$ cat src/hw/alu_timing_cfg.svh
/*
 Constants for the arithmetic and logic group decoder: opcode nibbles,
 instruction lengths, cycle counts and reset values.
 Assumes inclusion by bare name before any module that uses them.
*/
`ifndef ALU_TIMING_CFG_SVH
`define ALU_TIMING_CFG_SVH

`define HI_ADD          4'h2
`define HI_ADD_CARRY    4'h3
`define HI_OR           4'h4
`define HI_AND          4'h5
`define HI_XOR          4'h6
`define HI_SUB_BORROW   4'h9

`define LO_DIR_ACC      4'h2
`define LO_DIR_IMM      4'h3
`define LO_IMM          4'h4
`define LO_DIR          4'h5
`define LO_IND_HI       3'h3

`define LEN_NONE        2'h0
`define LEN_ONE         2'h1
`define LEN_TWO         2'h2
`define LEN_THREE       2'h3

`define CYC_ONE         2'h1
`define CYC_TWO         2'h2
`define CYC_THREE       2'h3

`define RESET_BYTE      8'h00
`define RESET_SEL       3'h0

`endif

$ cat src/hw/alu_timing_pkg.sv
/*
 Types shared by the arithmetic and logic group decoder modules.
 Assumes nothing of its surroundings.
*/
package alu_timing_pkg;

    typedef enum logic [2:0] {
        op_none            = 3'h0,
        op_add             = 3'h1,
        add_with_carry_op  = 3'h2,
        subtract_borrow_op = 3'h3,
        bitwise_and_op     = 3'h4,
        bitwise_or_op      = 3'h5,
        bitwise_xor_op     = 3'h6
    } alu_op_t;

    typedef enum logic [2:0] {
        no_mode                   = 3'h0,
        bank_register             = 3'h1,
        indirect_pointer_register = 3'h2,
        direct_byte_mode          = 3'h3,
        immediate_mode            = 3'h4,
        direct_from_acc_mode      = 3'h5,
        direct_immediate_mode     = 3'h6
    } addr_mode_t;

    typedef enum logic [0:0] {
        st_idle = 1'b0,
        st_exec = 1'b1
    } seq_state_t;

endpackage : alu_timing_pkg

$ cat src/hw/alu_op_classify.sv
/*
 Combinational classifier: turns an opcode byte into operation,
 addressing form, length in bytes and execution time in core cycles.
 Assumes the opcode is stable while it is looked at.
*/
`timescale 1ns/1ps
`include "alu_timing_cfg.svh"

module alu_op_classify
    import alu_timing_pkg::*;
(
    input  wire logic [7:0] opcode_i,   // Opcode byte
    output alu_op_t         op_o,       // Operation
    output addr_mode_t      mode_o,     // Addressing form
    output logic      [1:0] len_o,      // Length in bytes
    output logic      [1:0] cyc_o,      // Core cycles
    output logic            ok_o        // Opcode belongs to the group
);

    function automatic alu_op_t op_of(input logic [3:0] hi);
        case (hi)
            `HI_ADD:  op_of = op_add;
            `HI_ADD_CARRY:  op_of = add_with_carry_op;
            `HI_SUB_BORROW: op_of = subtract_borrow_op;
            `HI_AND:        op_of = bitwise_and_op;
            `HI_OR:         op_of = bitwise_or_op;
            `HI_XOR:        op_of = bitwise_xor_op;
            default:  op_of = op_none;
        endcase
    endfunction : op_of

    function automatic logic is_logic(input alu_op_t op);
        is_logic = (op == bitwise_and_op) || (op == bitwise_or_op) || (op == bitwise_xor_op);
    endfunction : is_logic

    always_comb
    begin
        op_o   = op_of(opcode_i[7:4]);
        mode_o = no_mode;
        len_o  = `LEN_NONE;
        cyc_o  = `CYC_ONE;
        if (opcode_i[3])
        begin
            mode_o = bank_register;
            len_o  = `LEN_ONE;
            cyc_o  = `CYC_ONE;
        end
        else if (opcode_i[3:1] == `LO_IND_HI)
        begin
            mode_o = indirect_pointer_register;
            len_o  = `LEN_ONE;
            cyc_o  = `CYC_TWO;
        end
        else if (opcode_i[3:0] == `LO_DIR)
        begin
            mode_o = direct_byte_mode;
            len_o  = `LEN_TWO;
            cyc_o  = `CYC_TWO;
        end
        else if (opcode_i[3:0] == `LO_IMM)
        begin
            mode_o = immediate_mode;
            len_o  = `LEN_TWO;
            cyc_o  = `CYC_TWO;
        end
        else if (opcode_i[3:0] == `LO_DIR_ACC && is_logic(op_o))
        begin
            mode_o = direct_from_acc_mode;
            len_o  = `LEN_TWO;
            cyc_o  = `CYC_TWO;
        end
        else if (opcode_i[3:0] == `LO_DIR_IMM && is_logic(op_o))
        begin
            mode_o = direct_immediate_mode;
            len_o  = `LEN_THREE;
            cyc_o  = `CYC_THREE;
        end
        ok_o = (op_o != op_none) && (mode_o != no_mode);
    end

endmodule : alu_op_classify

$ cat src/hw/cycle_count.sv
/*
 Counter of elapsed core cycles of the instruction in flight.
 Assumes load and step are never raised together.
*/
`timescale 1ns/1ps

module cycle_count #(
    parameter int W = 2
) (
    input  wire logic         clk_i,       // Core clock
    input  wire logic         reset_n_i,   // Asynchronous reset, active low
    input  wire logic         clk_en_i,    // Clock enable
    input  wire logic         load_i,      // Start at the first cycle
    input  wire logic         step_i,      // One more cycle elapsed
    input  wire logic [W-1:0] target_i,    // Total cycles
    output logic      [W-1:0] count_o,     // Cycles elapsed
    output logic              next_last_o  // Next step ends the instruction
);

    typedef struct packed {
        logic [W-1:0] count;
    } cnt_state_t;

    cnt_state_t cur;
    cnt_state_t next_cur;

    always_comb
    begin
        next_cur = cur;
        if (load_i)
            next_cur.count = W'(1);
        else if (step_i)
            next_cur.count = W'(cur.count + W'(1));
    end

    always_ff @(posedge clk_i or negedge reset_n_i)
    begin
        if (!reset_n_i)
            cur <= '0;
        else if (clk_en_i)
            cur <= next_cur;
    end

    assign count_o     = cur.count;
    assign next_last_o = (W'(cur.count + W'(1)) == target_i);

endmodule : cycle_count

$ cat src/hw/single_cycle_alu_op_timing.sv
/*
 Decode and timing sequencer for the arithmetic and logic instruction
 group of a single-cycle accumulator core. Takes opcode and operand bytes
 from fetch, reports length, collects operands and paces execution.
 Assumes fetch offers one byte per cycle on the core clock and holds a
 byte until it is taken.
*/
`timescale 1ns/1ps
`include "alu_timing_cfg.svh"

// Overview of operation
// - Add register, with carry: one byte, one cycle.
// - Subtract register with borrow: one byte, one cycle.
// - Add indirect memory: one byte, two cycles.
// - Add direct with carry: two bytes, two cycles.
// - Add immediate with carry: two bytes, two cycles.
// - Subtract direct with borrow: two bytes, two cycles.
// - Subtract immediate with borrow: two bytes, two cycles.
// - AND indirect memory: one byte, two cycles.
// - AND direct to accumulator: two bytes, two cycles.
// - AND accumulator into direct: two bytes, two cycles.
// - AND immediate into direct: three bytes, three cycles.
// - OR indirect memory: one byte, two cycles.
// - OR immediate into direct: three bytes, three cycles.
// - XOR register: one byte, one cycle.
// - XOR immediate: two bytes, two cycles.
// - XOR accumulator into direct: two bytes, two cycles.
// - XOR immediate into direct: three bytes, three cycles.
module single_cycle_alu_op_timing
    import alu_timing_pkg::*;
(
    input  wire logic       clk_i,         // Core clock, 10 MHz
    input  wire logic       reset_n_i,     // Asynchronous reset, active low
    input  wire logic       clk_en_i,      // Clock enable, freezes state when low
    input  wire logic       byte_valid_i,  // Fetch offers a code byte
    input  wire logic [7:0] byte_i,        // Code byte from fetch
    output logic            byte_ready_o,  // Decoder takes the offered byte
    output logic            len_valid_o,   // Pulse: new opcode decoded
    output logic      [1:0] insn_len_o,    // Length in bytes of last opcode
    output logic      [1:0] insn_cycles_o, // Core cycles of last opcode
    output alu_op_t         op_o,          // Operation for the datapath
    output addr_mode_t      mode_o,        // Addressing form
    output logic      [2:0] reg_sel_o,     // Bank register or pointer select
    output logic      [7:0] operand_a_o,   // First operand byte
    output logic      [7:0] operand_b_o,   // Second operand byte
    output logic            mem_read_o,    // Operand comes from memory
    output logic            wb_direct_o,   // Result goes to the direct byte
    output logic            exec_start_o,  // Pulse: all operand bytes present
    output logic            retire_o,      // Pulse: instruction completed
    output logic            busy_o,        // Multi-cycle instruction in flight
    output logic            unsupported_o, // Pulse: opcode outside this group
    output logic      [1:0] cycle_o        // Cycles elapsed in instruction
);

    typedef struct packed {
        seq_state_t st;
        alu_op_t    op;
        addr_mode_t mode;
        logic [1:0] len;
        logic [1:0] total;
        logic [1:0] got;
        logic [2:0] reg_sel;
        logic [7:0] operand_a;
        logic [7:0] operand_b;
        logic       len_valid;
        logic       exec_start;
        logic       retire;
        logic       unsupported;
    } seq_t;

    localparam seq_t SEQ_RESET = '{
        st:          st_idle,
        op:          op_none,
        mode:        no_mode,
        len:         `LEN_NONE,
        total:       `CYC_ONE,
        got:         `LEN_NONE,
        reg_sel:     `RESET_SEL,
        operand_a:   `RESET_BYTE,
        operand_b:   `RESET_BYTE,
        len_valid:   1'b0,
        exec_start:  1'b0,
        retire:      1'b0,
        unsupported: 1'b0
    };

    seq_t       cur;
    seq_t       next_cur;

    alu_op_t    dec_op;
    addr_mode_t dec_mode;
    logic [1:0] dec_len;
    logic [1:0] dec_cyc;
    logic       dec_ok;

    logic       cnt_load;
    logic       cnt_step;
    logic [1:0] cnt_count;
    logic       cnt_next_last;
    logic       need_byte;
    logic [1:0] got_plus;

    alu_op_classify i_alu_op_classify (
        .opcode_i (byte_i),
        .op_o     (dec_op),
        .mode_o   (dec_mode),
        .len_o    (dec_len),
        .cyc_o    (dec_cyc),
        .ok_o     (dec_ok)
    );

    cycle_count #(
        .W (2)
    ) i_cycle_count (
        .clk_i       (clk_i),
        .reset_n_i   (reset_n_i),
        .clk_en_i    (clk_en_i),
        .load_i      (cnt_load),
        .step_i      (cnt_step),
        .target_i    (cur.total),
        .count_o     (cnt_count),
        .next_last_o (cnt_next_last)
    );

    // Operand bytes are still owed while fewer than the length were taken.
    assign need_byte = (cur.got < cur.len);
    assign got_plus  = 2'(cur.got + 2'h1);

    // An internal cycle, such as the memory read of an indirect operand,
    // takes no code byte, so fetch is held off then.
    always_comb
    begin
        case (cur.st)
            st_idle:
                byte_ready_o = 1'b1;
            st_exec:
                byte_ready_o = need_byte;
            default:
                byte_ready_o = 1'b0;
        endcase
    end

    always_comb
    begin
        next_cur             = cur;
        next_cur.len_valid   = 1'b0;
        next_cur.exec_start  = 1'b0;
        next_cur.retire      = 1'b0;
        next_cur.unsupported = 1'b0;
        cnt_load             = 1'b0;
        cnt_step             = 1'b0;
        case (cur.st)
            st_idle:
            begin
                if (byte_valid_i)
                begin
                    if (dec_ok)
                    begin
                        next_cur.op        = dec_op;
                        next_cur.mode      = dec_mode;
                        next_cur.len       = dec_len;
                        next_cur.total     = dec_cyc;
                        next_cur.got       = `LEN_ONE;
                        next_cur.reg_sel   = byte_i[2:0];
                        next_cur.len_valid = 1'b1;
                        cnt_load           = 1'b1;
                        if (dec_len == `LEN_ONE)
                            next_cur.exec_start = 1'b1;
                        if (dec_cyc == `CYC_ONE)
                        begin
                            // Register forms finish in the cycle they are taken.
                            next_cur.retire = 1'b1;
                        end
                        else
                        begin
                            next_cur.st = st_exec;
                        end
                    end
                    else
                    begin
                        next_cur.op          = op_none;
                        next_cur.mode        = no_mode;
                        next_cur.len         = `LEN_NONE;
                        next_cur.total       = `CYC_ONE;
                        next_cur.unsupported = 1'b1;
                    end
                end
            end
            st_exec:
            begin
                if (need_byte)
                begin
                    // A stalled fetch stretches the instruction, not the count.
                    if (byte_valid_i)
                    begin
                        if (cur.got == `LEN_ONE)
                            next_cur.operand_a = byte_i;
                        else
                            next_cur.operand_b = byte_i;
                        next_cur.got = got_plus;
                        cnt_step     = 1'b1;
                        if (got_plus == cur.len)
                            next_cur.exec_start = 1'b1;
                    end
                end
                else
                begin
                    cnt_step = 1'b1;
                end
                if (cnt_step && cnt_next_last)
                begin
                    next_cur.st     = st_idle;
                    next_cur.retire = 1'b1;
                end
            end
            default:
            begin
                next_cur = SEQ_RESET;
            end
        endcase
    end

    always_ff @(posedge clk_i or negedge reset_n_i)
    begin
        if (!reset_n_i)
            cur <= SEQ_RESET;
        else if (clk_en_i)
            cur <= next_cur;
    end

    // Three-byte forms write back to the direct byte; so do the
    // accumulator-into-direct forms.
    always_comb
    begin
        case (cur.mode)
            direct_from_acc_mode:
            begin
                mem_read_o  = 1'b1;
                wb_direct_o = 1'b1;
            end
            direct_immediate_mode:
            begin
                mem_read_o  = 1'b1;
                wb_direct_o = 1'b1;
            end
            indirect_pointer_register:
            begin
                mem_read_o  = 1'b1;
                wb_direct_o = 1'b0;
            end
            direct_byte_mode:
            begin
                mem_read_o  = 1'b1;
                wb_direct_o = 1'b0;
            end
            default:
            begin
                mem_read_o  = 1'b0;
                wb_direct_o = 1'b0;
            end
        endcase
    end

    assign len_valid_o   = cur.len_valid;
    assign insn_len_o    = cur.len;
    assign insn_cycles_o = cur.total;
    assign op_o          = cur.op;
    assign mode_o        = cur.mode;
    assign reg_sel_o     = cur.reg_sel;
    assign operand_a_o   = cur.operand_a;
    assign operand_b_o   = cur.operand_b;
    assign exec_start_o  = cur.exec_start;
    assign retire_o      = cur.retire;
    assign busy_o        = (cur.st == st_exec);
    assign unsupported_o = cur.unsupported;
    assign cycle_o       = cnt_count;

endmodule : single_cycle_alu_op_timing

$ cat config.mk
export PLATFORM = sky130hd
export DESIGN_NAME = single_cycle_alu_op_timing
export DESIGN_NICKNAME = d
export VERILOG_FILES = /design/src/hw/alu_timing_pkg.sv /design/src/hw/alu_op_classify.sv /design/src/hw/cycle_count.sv /design/src/hw/single_cycle_alu_op_timing.sv
export VERILOG_INCLUDE_DIRS = /design/src /design/src/hw
export SDC_FILE = /design/constraint.sdc
export NUM_CORES = 1
export LEC_CHECK = 0
export BUFFER_PORTS_ARGS = -buffer_cell sky130_fd_sc_hd__buf_2
export CAP_MARGIN = 20
export CORE_MARGIN = 2
export CORE_UTILIZATION = 48
export DETAILED_ROUTE_END_ITERATION = 10
export PLACE_DENSITY_LB_ADDON = 0.12
export SYNTH_ARGS = -nofsm -noshare
export SYNTH_HDL_FRONTEND = slang
export SYNTH_SLANG_ARGS = --single-unit
$ cat constraint.sdc
create_clock -name clk_i -period 2 [get_ports clk_i]
set_input_delay 0.4 -clock clk_i [delete_from_list [all_inputs] [get_ports clk_i]]
set_output_delay 0.4 -clock clk_i [all_outputs]
set_load 0.02 [all_outputs]
# After elaboration in Yosys (flattened, before gate mapping)
# Index checks and enable logic that the tools add are counted.
dict set report totals {
  register_bits 38
  inputBits 12
  out_inout_bits 39
  word_cells 116
}
dict set report op_classes {
  addsub 2
  order_cmp 1
  eq_ne 27
  n_mux 53
  bitwise_logic 2
  n_reduce_logical 17
}
# cell n
set ops {}
lappend ops {{$mux W2} 16}
lappend ops {{$mux W1} 21}
lappend ops {{$mux W3} 7}
lappend ops {{$eq A4 B3 Y1 const B} 5}
lappend ops {{$pmux W3 S6} 1}
lappend ops {{$eq A4 B2 Y1 const B} 4}
lappend ops {{$mux W16} 1}
lappend ops {{$eq A3 B3 Y1 const B} 5}
lappend ops {{$reduce_and A5 Y1} 3}
lappend ops {{$mux W10} 1}
lappend ops {{$eq A3 B2 Y1 const B} 3}
lappend ops {{$pmux W2 S2} 2}
lappend ops {{$eq A2 B1 Y1 const B} 3}
lappend ops {{$ne A2 B2 Y1 const B} 3}
lappend ops {{$reduce_bool A3 Y1} 2}
lappend ops {{$mux W5} 1}
lappend ops {{$add A2 B1 Y2 const B} 2}
lappend ops {{$eq A2 B2 Y1} 2}
lappend ops {{$eq A4 B4 Y1 const B} 1}
lappend ops {{$logic_and A1 B1 Y1} 4}
lappend ops {{$mux W4} 1}
lappend ops {{$pmux W1 S2} 2}
lappend ops {{$reduce_and A4 Y1} 1}
lappend ops {{$reduce_or A4 Y1} 1}
lappend ops {{other kinds (8)} 10}

# Depth between registers and ports, before layout
# Gate-level depths: netlist of run 1.
dict set report depth {
  depth_word 19
  depth_mapped 7
  ltp_nobuf 7
}

# Hierarchy
# Synthesis of run 1 repeated with hierarchy kept, for this count alone.
dict set report unflattened {
  hier_cells 202
  area_unflattened_um2 2189.6
}
# module instances cells_each area_each_um2 seq_area_each_um2
set by_module_without_submodules {}
lappend by_module_without_submodules {single_cycle_alu_op_timing 1 154 1809.2 902.1}
lappend by_module_without_submodules {alu_op_classify 1 33 240.2 0.0}
lappend by_module_without_submodules {cycle_count 1 15 140.1 50.0}

# Worst setup path after synthesis of run 1
# OpenSTA, ideal clock, no wires.
dict set report synth_timing {
  kind {reg-to-reg}
  startpoint {reg cur (netlist bit insn_len_o[1])}
  endpoint {reg cur (netlist bit operand_b_o[1])}
  setup_time_ps 125
  t_arrival_ps 1904
  t_required_ps 1875
  setup_slack_ps -29
  stages_incl_launch_ff 7
  n_path_buf 0
  synth_period_minus_slack_ps 2029
  path_cell_list {dfrtp_1 > inv_1 > ha_1 > nor2b_1 > or3_4 > nor3b_4 > mux2_2}
}
dict set report synth_via {
  elab_chain_len 2
}
# item line_no
set synth_rtl {}
lappend synth_rtl {{start, declared} single_cycle_alu_op_timing.sv:87} ;# seq_t cur;
lappend synth_rtl {{start signal, assigned} single_cycle_alu_op_timing.sv:228} ;# cur <= next_cur;
lappend synth_rtl {{$lt A2 B2 Y1} single_cycle_alu_op_timing.sv:126} ;# assign need_byte = (cur.got < cur.len);
lappend synth_rtl {{$reduce_and A5 Y1 (no line)} n/a}
# No other way between the ends.
# A chain may end at the register's enable or synchronous reset.

# Worst setup path in the final report of run 1
dict set report layout_timing {
  startpoint {reg cur (netlist bit insn_len_o[1])}
  endpoint {reg cur (netlist bit operand_b_o[4])}
}
# Same word-level chain as after synthesis.

==> results of run 1 <==
## worst register-to-register path: stages (launching register included)
cell and delay, ps:
dfrtp_1 360, inv_1 50, ha_1 290, nor2b_4 140
or3_4 350, nor3b_4 230, buf_12 150, mux2_2 330
## cells in the mapped netlist (2+ instances only)
cell type,number
nand2b_1,3
ha_1,3
dfrtp_1,37
a21o_1,2
mux2_2,19
xnor2_1,3
o31ai_1,4
xor2_1,3
nand2_2,2
o21ai_0,5
o22ai_1,4
inv_1,10
nand3b_1,2
nand2_1,16
o41ai_1,3
and2_1,2
a21oi_1,7
nor3_2,2
clkbuf_1,4
and3_1,2
or2_2,2
a22o_1,2
nand3_1,3
nor3b_1,2
buf_4,31
nor3_1,2
nor2_1,7
a21bo_2,2
## kinds of logic (layout without fill, tap and decap cells)
| family | after synthesis | after routing | synth area share |
|---|---|---|---|
| buffers and inverters | 47 | 81 | 0.1383 |
| muxes | 20 | 20 | 0.1054 |
| and+or+nand+nor | 53 | 53 | 0.1430 |
| AOI/OAI and AO/OA | 37 | 37 | 0.1230 |
| DFF | 38 | 38 | 0.4479 |
| adders and majority gates | 3 | 3 | 0.01766 |
| xor gates and xnor gates | 6 | 6 | 0.02472 |
## per-stage QoR
step	worst slack (ps)	std cells	utilization	area, µm²	power, mW
after floorplan	-28.67	204	-	2126	1.899
after global placement	27.31	280	0.5301	2292	2.029
after detailed placement	-6.451	280	0.5301	2292	2.053
after CTS	9.512	289	0.5527	2390	2.599
after global routing	-47.89	290	0.5570	2409	2.746
final	10.16	290	0.5570	2409	2.590
## routing by layer
layer / share of wire / vias to the layer above / global-route usage
li1: - / 741 / -
met1: 0.48 / 733 / 0.2623
met2: 0.46 / 44 / 0.3061
met3: 0.056 / 4 / 0.04843
met4: 0.0099 / 0 / 0.06289
met5: 0 / - / 0
## sequential cells by signal, summed over array words and instances, names as in the netlist
register               cells
i_cycle_count.count_o      2
insn_cycles_o              2
mode_o                     3
len_valid_o                1
unsupported_o              1
operand_b_o                8
op_o                       3
busy_o                     1
retire_o                   1
operand_a_o                8
insn_len_o                 2
cur                        2
reg_sel_o                  3
exec_start_o               1
## final timing paths
| kind | end | slack (ps) | depth (start not counted) |
|---|---|---|---|
| worst max-delay path | operand_b_o[4] | 10 | 7 |
| worst min-delay path | operand_b_o[5] | 160 | 2 |
| worst max register to register | operand_b_o[4] | 10 | 7 |
| worst min register to register | op_o[2] | 470 | 2 |
| max in group asynchronous | insn_cycles_o[0] | 1490 | 2 |
| min in group clk_i | op_o[2] | 440 | 2 |
## cell type report
class | count | area share
repair buffers | 63 | 0.1548
clock inverters | 3 | 0.008831
multi-input cells | 119 | 0.3699
flip-flops and latches | 38 | 0.3953
inverters | 10 | 0.01558
clock buffers | 5 | 0.02857
well taps | 52 | 0.02701
## power by group
group          internal (mW)  leakage (nW)  switching, mW
clock network          0.245        0.0441          0.292
registers              0.951         0.505          0.112
logic                  0.408         0.708          0.581
total                   1.60          1.26          0.985
## repair_timing
action | in CTS | in global routing
setup buffers | 1 | 1
pin swaps | 2 | 1
endpoints found under the setup margin | 9 | 14
hold endpoints to repair | 0 | 0
gates resized for setup | 1 | 3
==> reports/results.ini, run 1 <==
[clock_tree]
cts_buffer_depth=2
clkTransAtPathRegs_ps=80
cts_tree=done
cts_sinks=38
h-tree-depth=2
ctsHoldBuffers=0
clockRootBuffer=clkbuf_8
clock_latency_ps=290
cts_buffers=5

[cells_and_area]
drive_gt1_frac=0.4454
final_common_cell=buf_2
final_cell_mix=50 x buf_2, 37 x dfrtp_1, 18 x mux2_2, 16 x nand2_1, 11 x buf_4
regArea_um2=952.2
n_antenna_cell=0
fill_cells=399
multiInputGateArea_um2=890.9
fin_nets=252
area_growth_pct=13.30

[grt]
grt_pass1_vias=1528
grt_pass1_wl_um=7603
grt_antenna_before_repair=0
grt.overflow.total=0
grt_max_degree=39
grt.total_usage=0.1929

[setup_path]
cpMaxStageDelayCell=dfrtp_1
cp-start-kind=flop
reg2reg_from=insn_len_o[1]
critPathRequiredTime_ps=2180
critPathTopFamily=simple AND/OR/NAND/NOR gates
critPathMaxFanout=8
crit_chain=inv_1 > ha_1 > nor2b_4 > or3_4 > nor3b_4 > buf_12 > mux2_2
endpoint_kind=flop
worst_path_largest_cell_delay_ps=360
critical_path_class=reg -> reg
worst-path-buf-inv=2
worstPathArrival_ps=2170
cp-startpoint=insn_len_o[1]

[run_status]
status=completed

[yosys]
netlist_instances=204
netlist_area_um2=2126
yosysUniqueCellTypes=48
syn-num-nets=219
synth_largest_area_cell=dfrtp_1
synth-edff-count=0
syn_area_per_cell_um2=10.42
ys_ff_latch=38
synth_async_sr_flop_share=1.000
yosys.area.top_type_share=0.4356
synthFlopType=dfrtp_1
synth.yosys.warnings=0
ys_seq_area_frac=0.4479
synthTopCellsByArea=dfrtp_1 44%, buf_4 11%, mux2_2 10%, nand2_1 2.8%, ha_1 1.8%

[route]
vias_per_cell=5.248
ant_nets=0
drtPass1Iterations=6
drc=0
vias=1522
drt_iter0_markers=74
wl_per_cell_um=15.69
routed_wl_um=4550

[timing]
tns_ps=0
hold_violations=0
max-slew-margin-rel=0.6731
fin_crit_ps=1990
clock.fmax_mhz=502.6
whs_ps=156.7
finalCritPeriodShare=0.9949
rsz0062_at_grt=yes
finalSetupViolCount=0
skew_ps=4.561
drv_slew=0
tightest_slew_ps=490.3

[power]
peakVddDrop_mv=0.4746
power_per_cell_area_nw_per_um2=1075
leakagePower_nw=1.257

[place]
dpl.hpwl_um=3341
io_buffers=50
gpl.final_weighted_congestion=0.8178

[die]
io-pin-count=51
core_area_um2=4324
die_x_um=70.55
die_h_um=70.55
initial_core_util=0.4916
die_area_um2=4977
rows=24

[min_path]
hp-class=in -> async

[job]
maxCapViolations=0

Note: power is estimated with default switching activity, not from simulation.
==> inputs of run 2 (changes only) <==
==> constraint.sdc (replaced) <==
create_clock -name clk_i -period 2 [get_ports clk_i]
set_input_delay 0.4 -clock clk_i [delete_from_list [all_inputs] [get_ports clk_i]]
set_output_delay 0.4 -clock clk_i [all_outputs]
set_load 0.1 [all_outputs]
==> run 2 against run 1 <==
  * Cell area up 2.2%
  * Critical path depth is 1 lower
  * Sequential power is essentially flat
  * Clock power increased by 4%
  * Fmax up 1.4%
  * Register-to-register slack gained 30 ps
  * Highest routed layer unchanged
  * Clock skew shrank 0.75 ps
  * Critical path type unchanged
  * Worst hold slack worse by 110 ps
  * Sequential share of layout area is 0.84 points lower
  * Sequential cell count unchanged
  * Largest power group is now combinational logic
  * Core utilization up 1.2 points
  * Count of clock-buffer cells in the layout grew 1
==> reports/results.ini, run 2 (synthesized netlist as in run 1, its figures left out) <==
[grt]
grt_antenna_before_repair=0
grt_max_degree=21
grt.total_usage=0.1987
grt_pass1_wl_um=7755
grt.overflow.total=0
grt_pass1_vias=1552

[place]
place_area_um2=2364
io_buffers=50
dpl.hpwl_um=3416
gpl.final_weighted_congestion=0.7966
dp.cells=280
dp_slack_ps=5.607

[cells_and_area]
fin_nets=250
final_cell_count_no_fill=288
fin_util=0.5692
area_growth_pct=15.77
drive_gt1_frac=0.4492
final_cell_area_um2=2461
n_antenna_cell=0
final_common_cell=buf_2
final_cell_mix=48 x buf_2, 37 x dfrtp_1, 16 x nand2_1, 11 x mux2_2, 10 x inv_1

[die]
rows=24
core_area_um2=4324
die_h_um=70.55
io-pin-count=51
die_x_um=70.55
initial_core_util=0.4916
die_area_um2=4977

[power]
peakVddDrop_mv=0.9578
leakagePower_nw=1.274
p_int_mw=1.667
power_frac_seq=0.290
power_per_cell_area_nw_per_um2=1526
power.net_switching_mw=2.089
power_switching_share=0.5562
power_frac_comb=0.563
clkPwrFrac=0.148

[timing]
max-slew-margin-rel=0.6731
clock.fmax_mhz=509.4
fin_crit_ps=1963
drv_slew=0
setup_slack_ps=36.84
tightest_slew_ps=493.7
tns_ps=0
rsz0062_at_grt=yes
finalSetupViolCount=0
skew_ps=3.813
hold_violations=0
finalCritPeriodShare=0.9816

[clock_tree]
clockRootBuffer=clkbuf_8
cts_sinks=38
h-tree-depth=2
ctsHoldBuffers=0
clkTransAtPathRegs_ps=70
clock_latency_ps=290
cts_buffer_depth=2
cts_tree=done
cts_buffers=5
cts_setup_buffers=0

[route]
drtPass1Iterations=4
wl_per_cell_um=15.44
drt_iter0_markers=72
routed_wl_um=4447
drc=0
vias=1510
vias_per_cell=5.243
ant_nets=0

[setup_path]
critPathMaxFanout=8
r2r_slack_ps=40
cp-start-kind=flop
r2r_cells=6
crit_cells=6
critical_path_class=reg -> reg
endpoint_kind=flop
cpMaxStageDelayCell=dfrtp_1
worst-path-buf-inv=1
critPathTopFamily=simple AND/OR/NAND/NOR gates
worstPathArrival_ps=2140
worst_path_largest_cell_delay_ps=380
crit_chain=ha_1 > nor2b_4 > or3_4 > nor3b_4 > buf_12 > mux2_4
critPathRequiredTime_ps=2180

[min_path]
hp-class=in -> async

[run_status]
status=completed

[job]
maxCapViolations=0

==> run 2: cell types whose count changed in the layout (fill, tap and decap cells not counted), sizes merged <==
cell,before,now
clkbuf,5,7
buf,63,60
clkinv,2,1
==> run 2: through the flow <==
step	hold WS, ps	power (mW)
2_1_floorplan	104.4	3.044
3_3_place_gp	372.4	3.184
3_5_place_dp	381.6	3.219
4_1_cts	63.09	3.779
5_1_grt	67.53	3.942
6_report	48.12	3.756
==> run 2: power by group through the flow <==
stage               registers, mW  logic, mW  clock network, mW
floorplan                    1.28       1.76                  0
global placement             1.09       2.09                  0
detailed placement           1.10       2.12                  0
CTS                          1.09       2.12              0.569
global route                 1.12       2.21              0.614
finish                       1.09       2.11              0.556
==> run 2: worst paths after layout <==
| check | from | to |
|---|---|---|
| max | cur[24] | operand_b_o[3] |
| min | reset_n_i | operand_b_o[2] |
| max reg2reg | cur[24] | operand_b_o[3] |
| min reg2reg | op_o[0] | op_o[0] |
| max in group asynchronous | reset_n_i | insn_cycles_o[1] |
| min in group clk_i | byte_i[7] | op_o[2] |
==> run 2: layout make-up <==
| class | count | area (µm²) |
|---|---|---|
| repair buffers | 61 | 375.4 |
| flip-flops and latches | 38 | 952.2 |
| well taps | 52 | 65.06 |
| clock inverters | 2 | 12.51 |
| clock buffers | 6 | 82.58 |
| inverters | 10 | 37.54 |
| fillers | 391 | 1863 |
| multi-input cells | 119 | 935.9 |
==> run 2: per-layer routing <==
metal | vias to the layer above | part of all wire | GRT usage
met5 | - | 0 | 0
met4 | 0 | 0.012 | 0.05660
met3 | 6 | 0.043 | 0.05271
met2 | 34 | 0.46 | 0.2977
met1 | 730 | 0.49 | 0.2879
li1 | 740 | - | -
==> run 2: repair_timing <==
item	CTS	global route
pin swaps	1	0
endpoints found under the setup margin	1	14
resized for setup	0	1
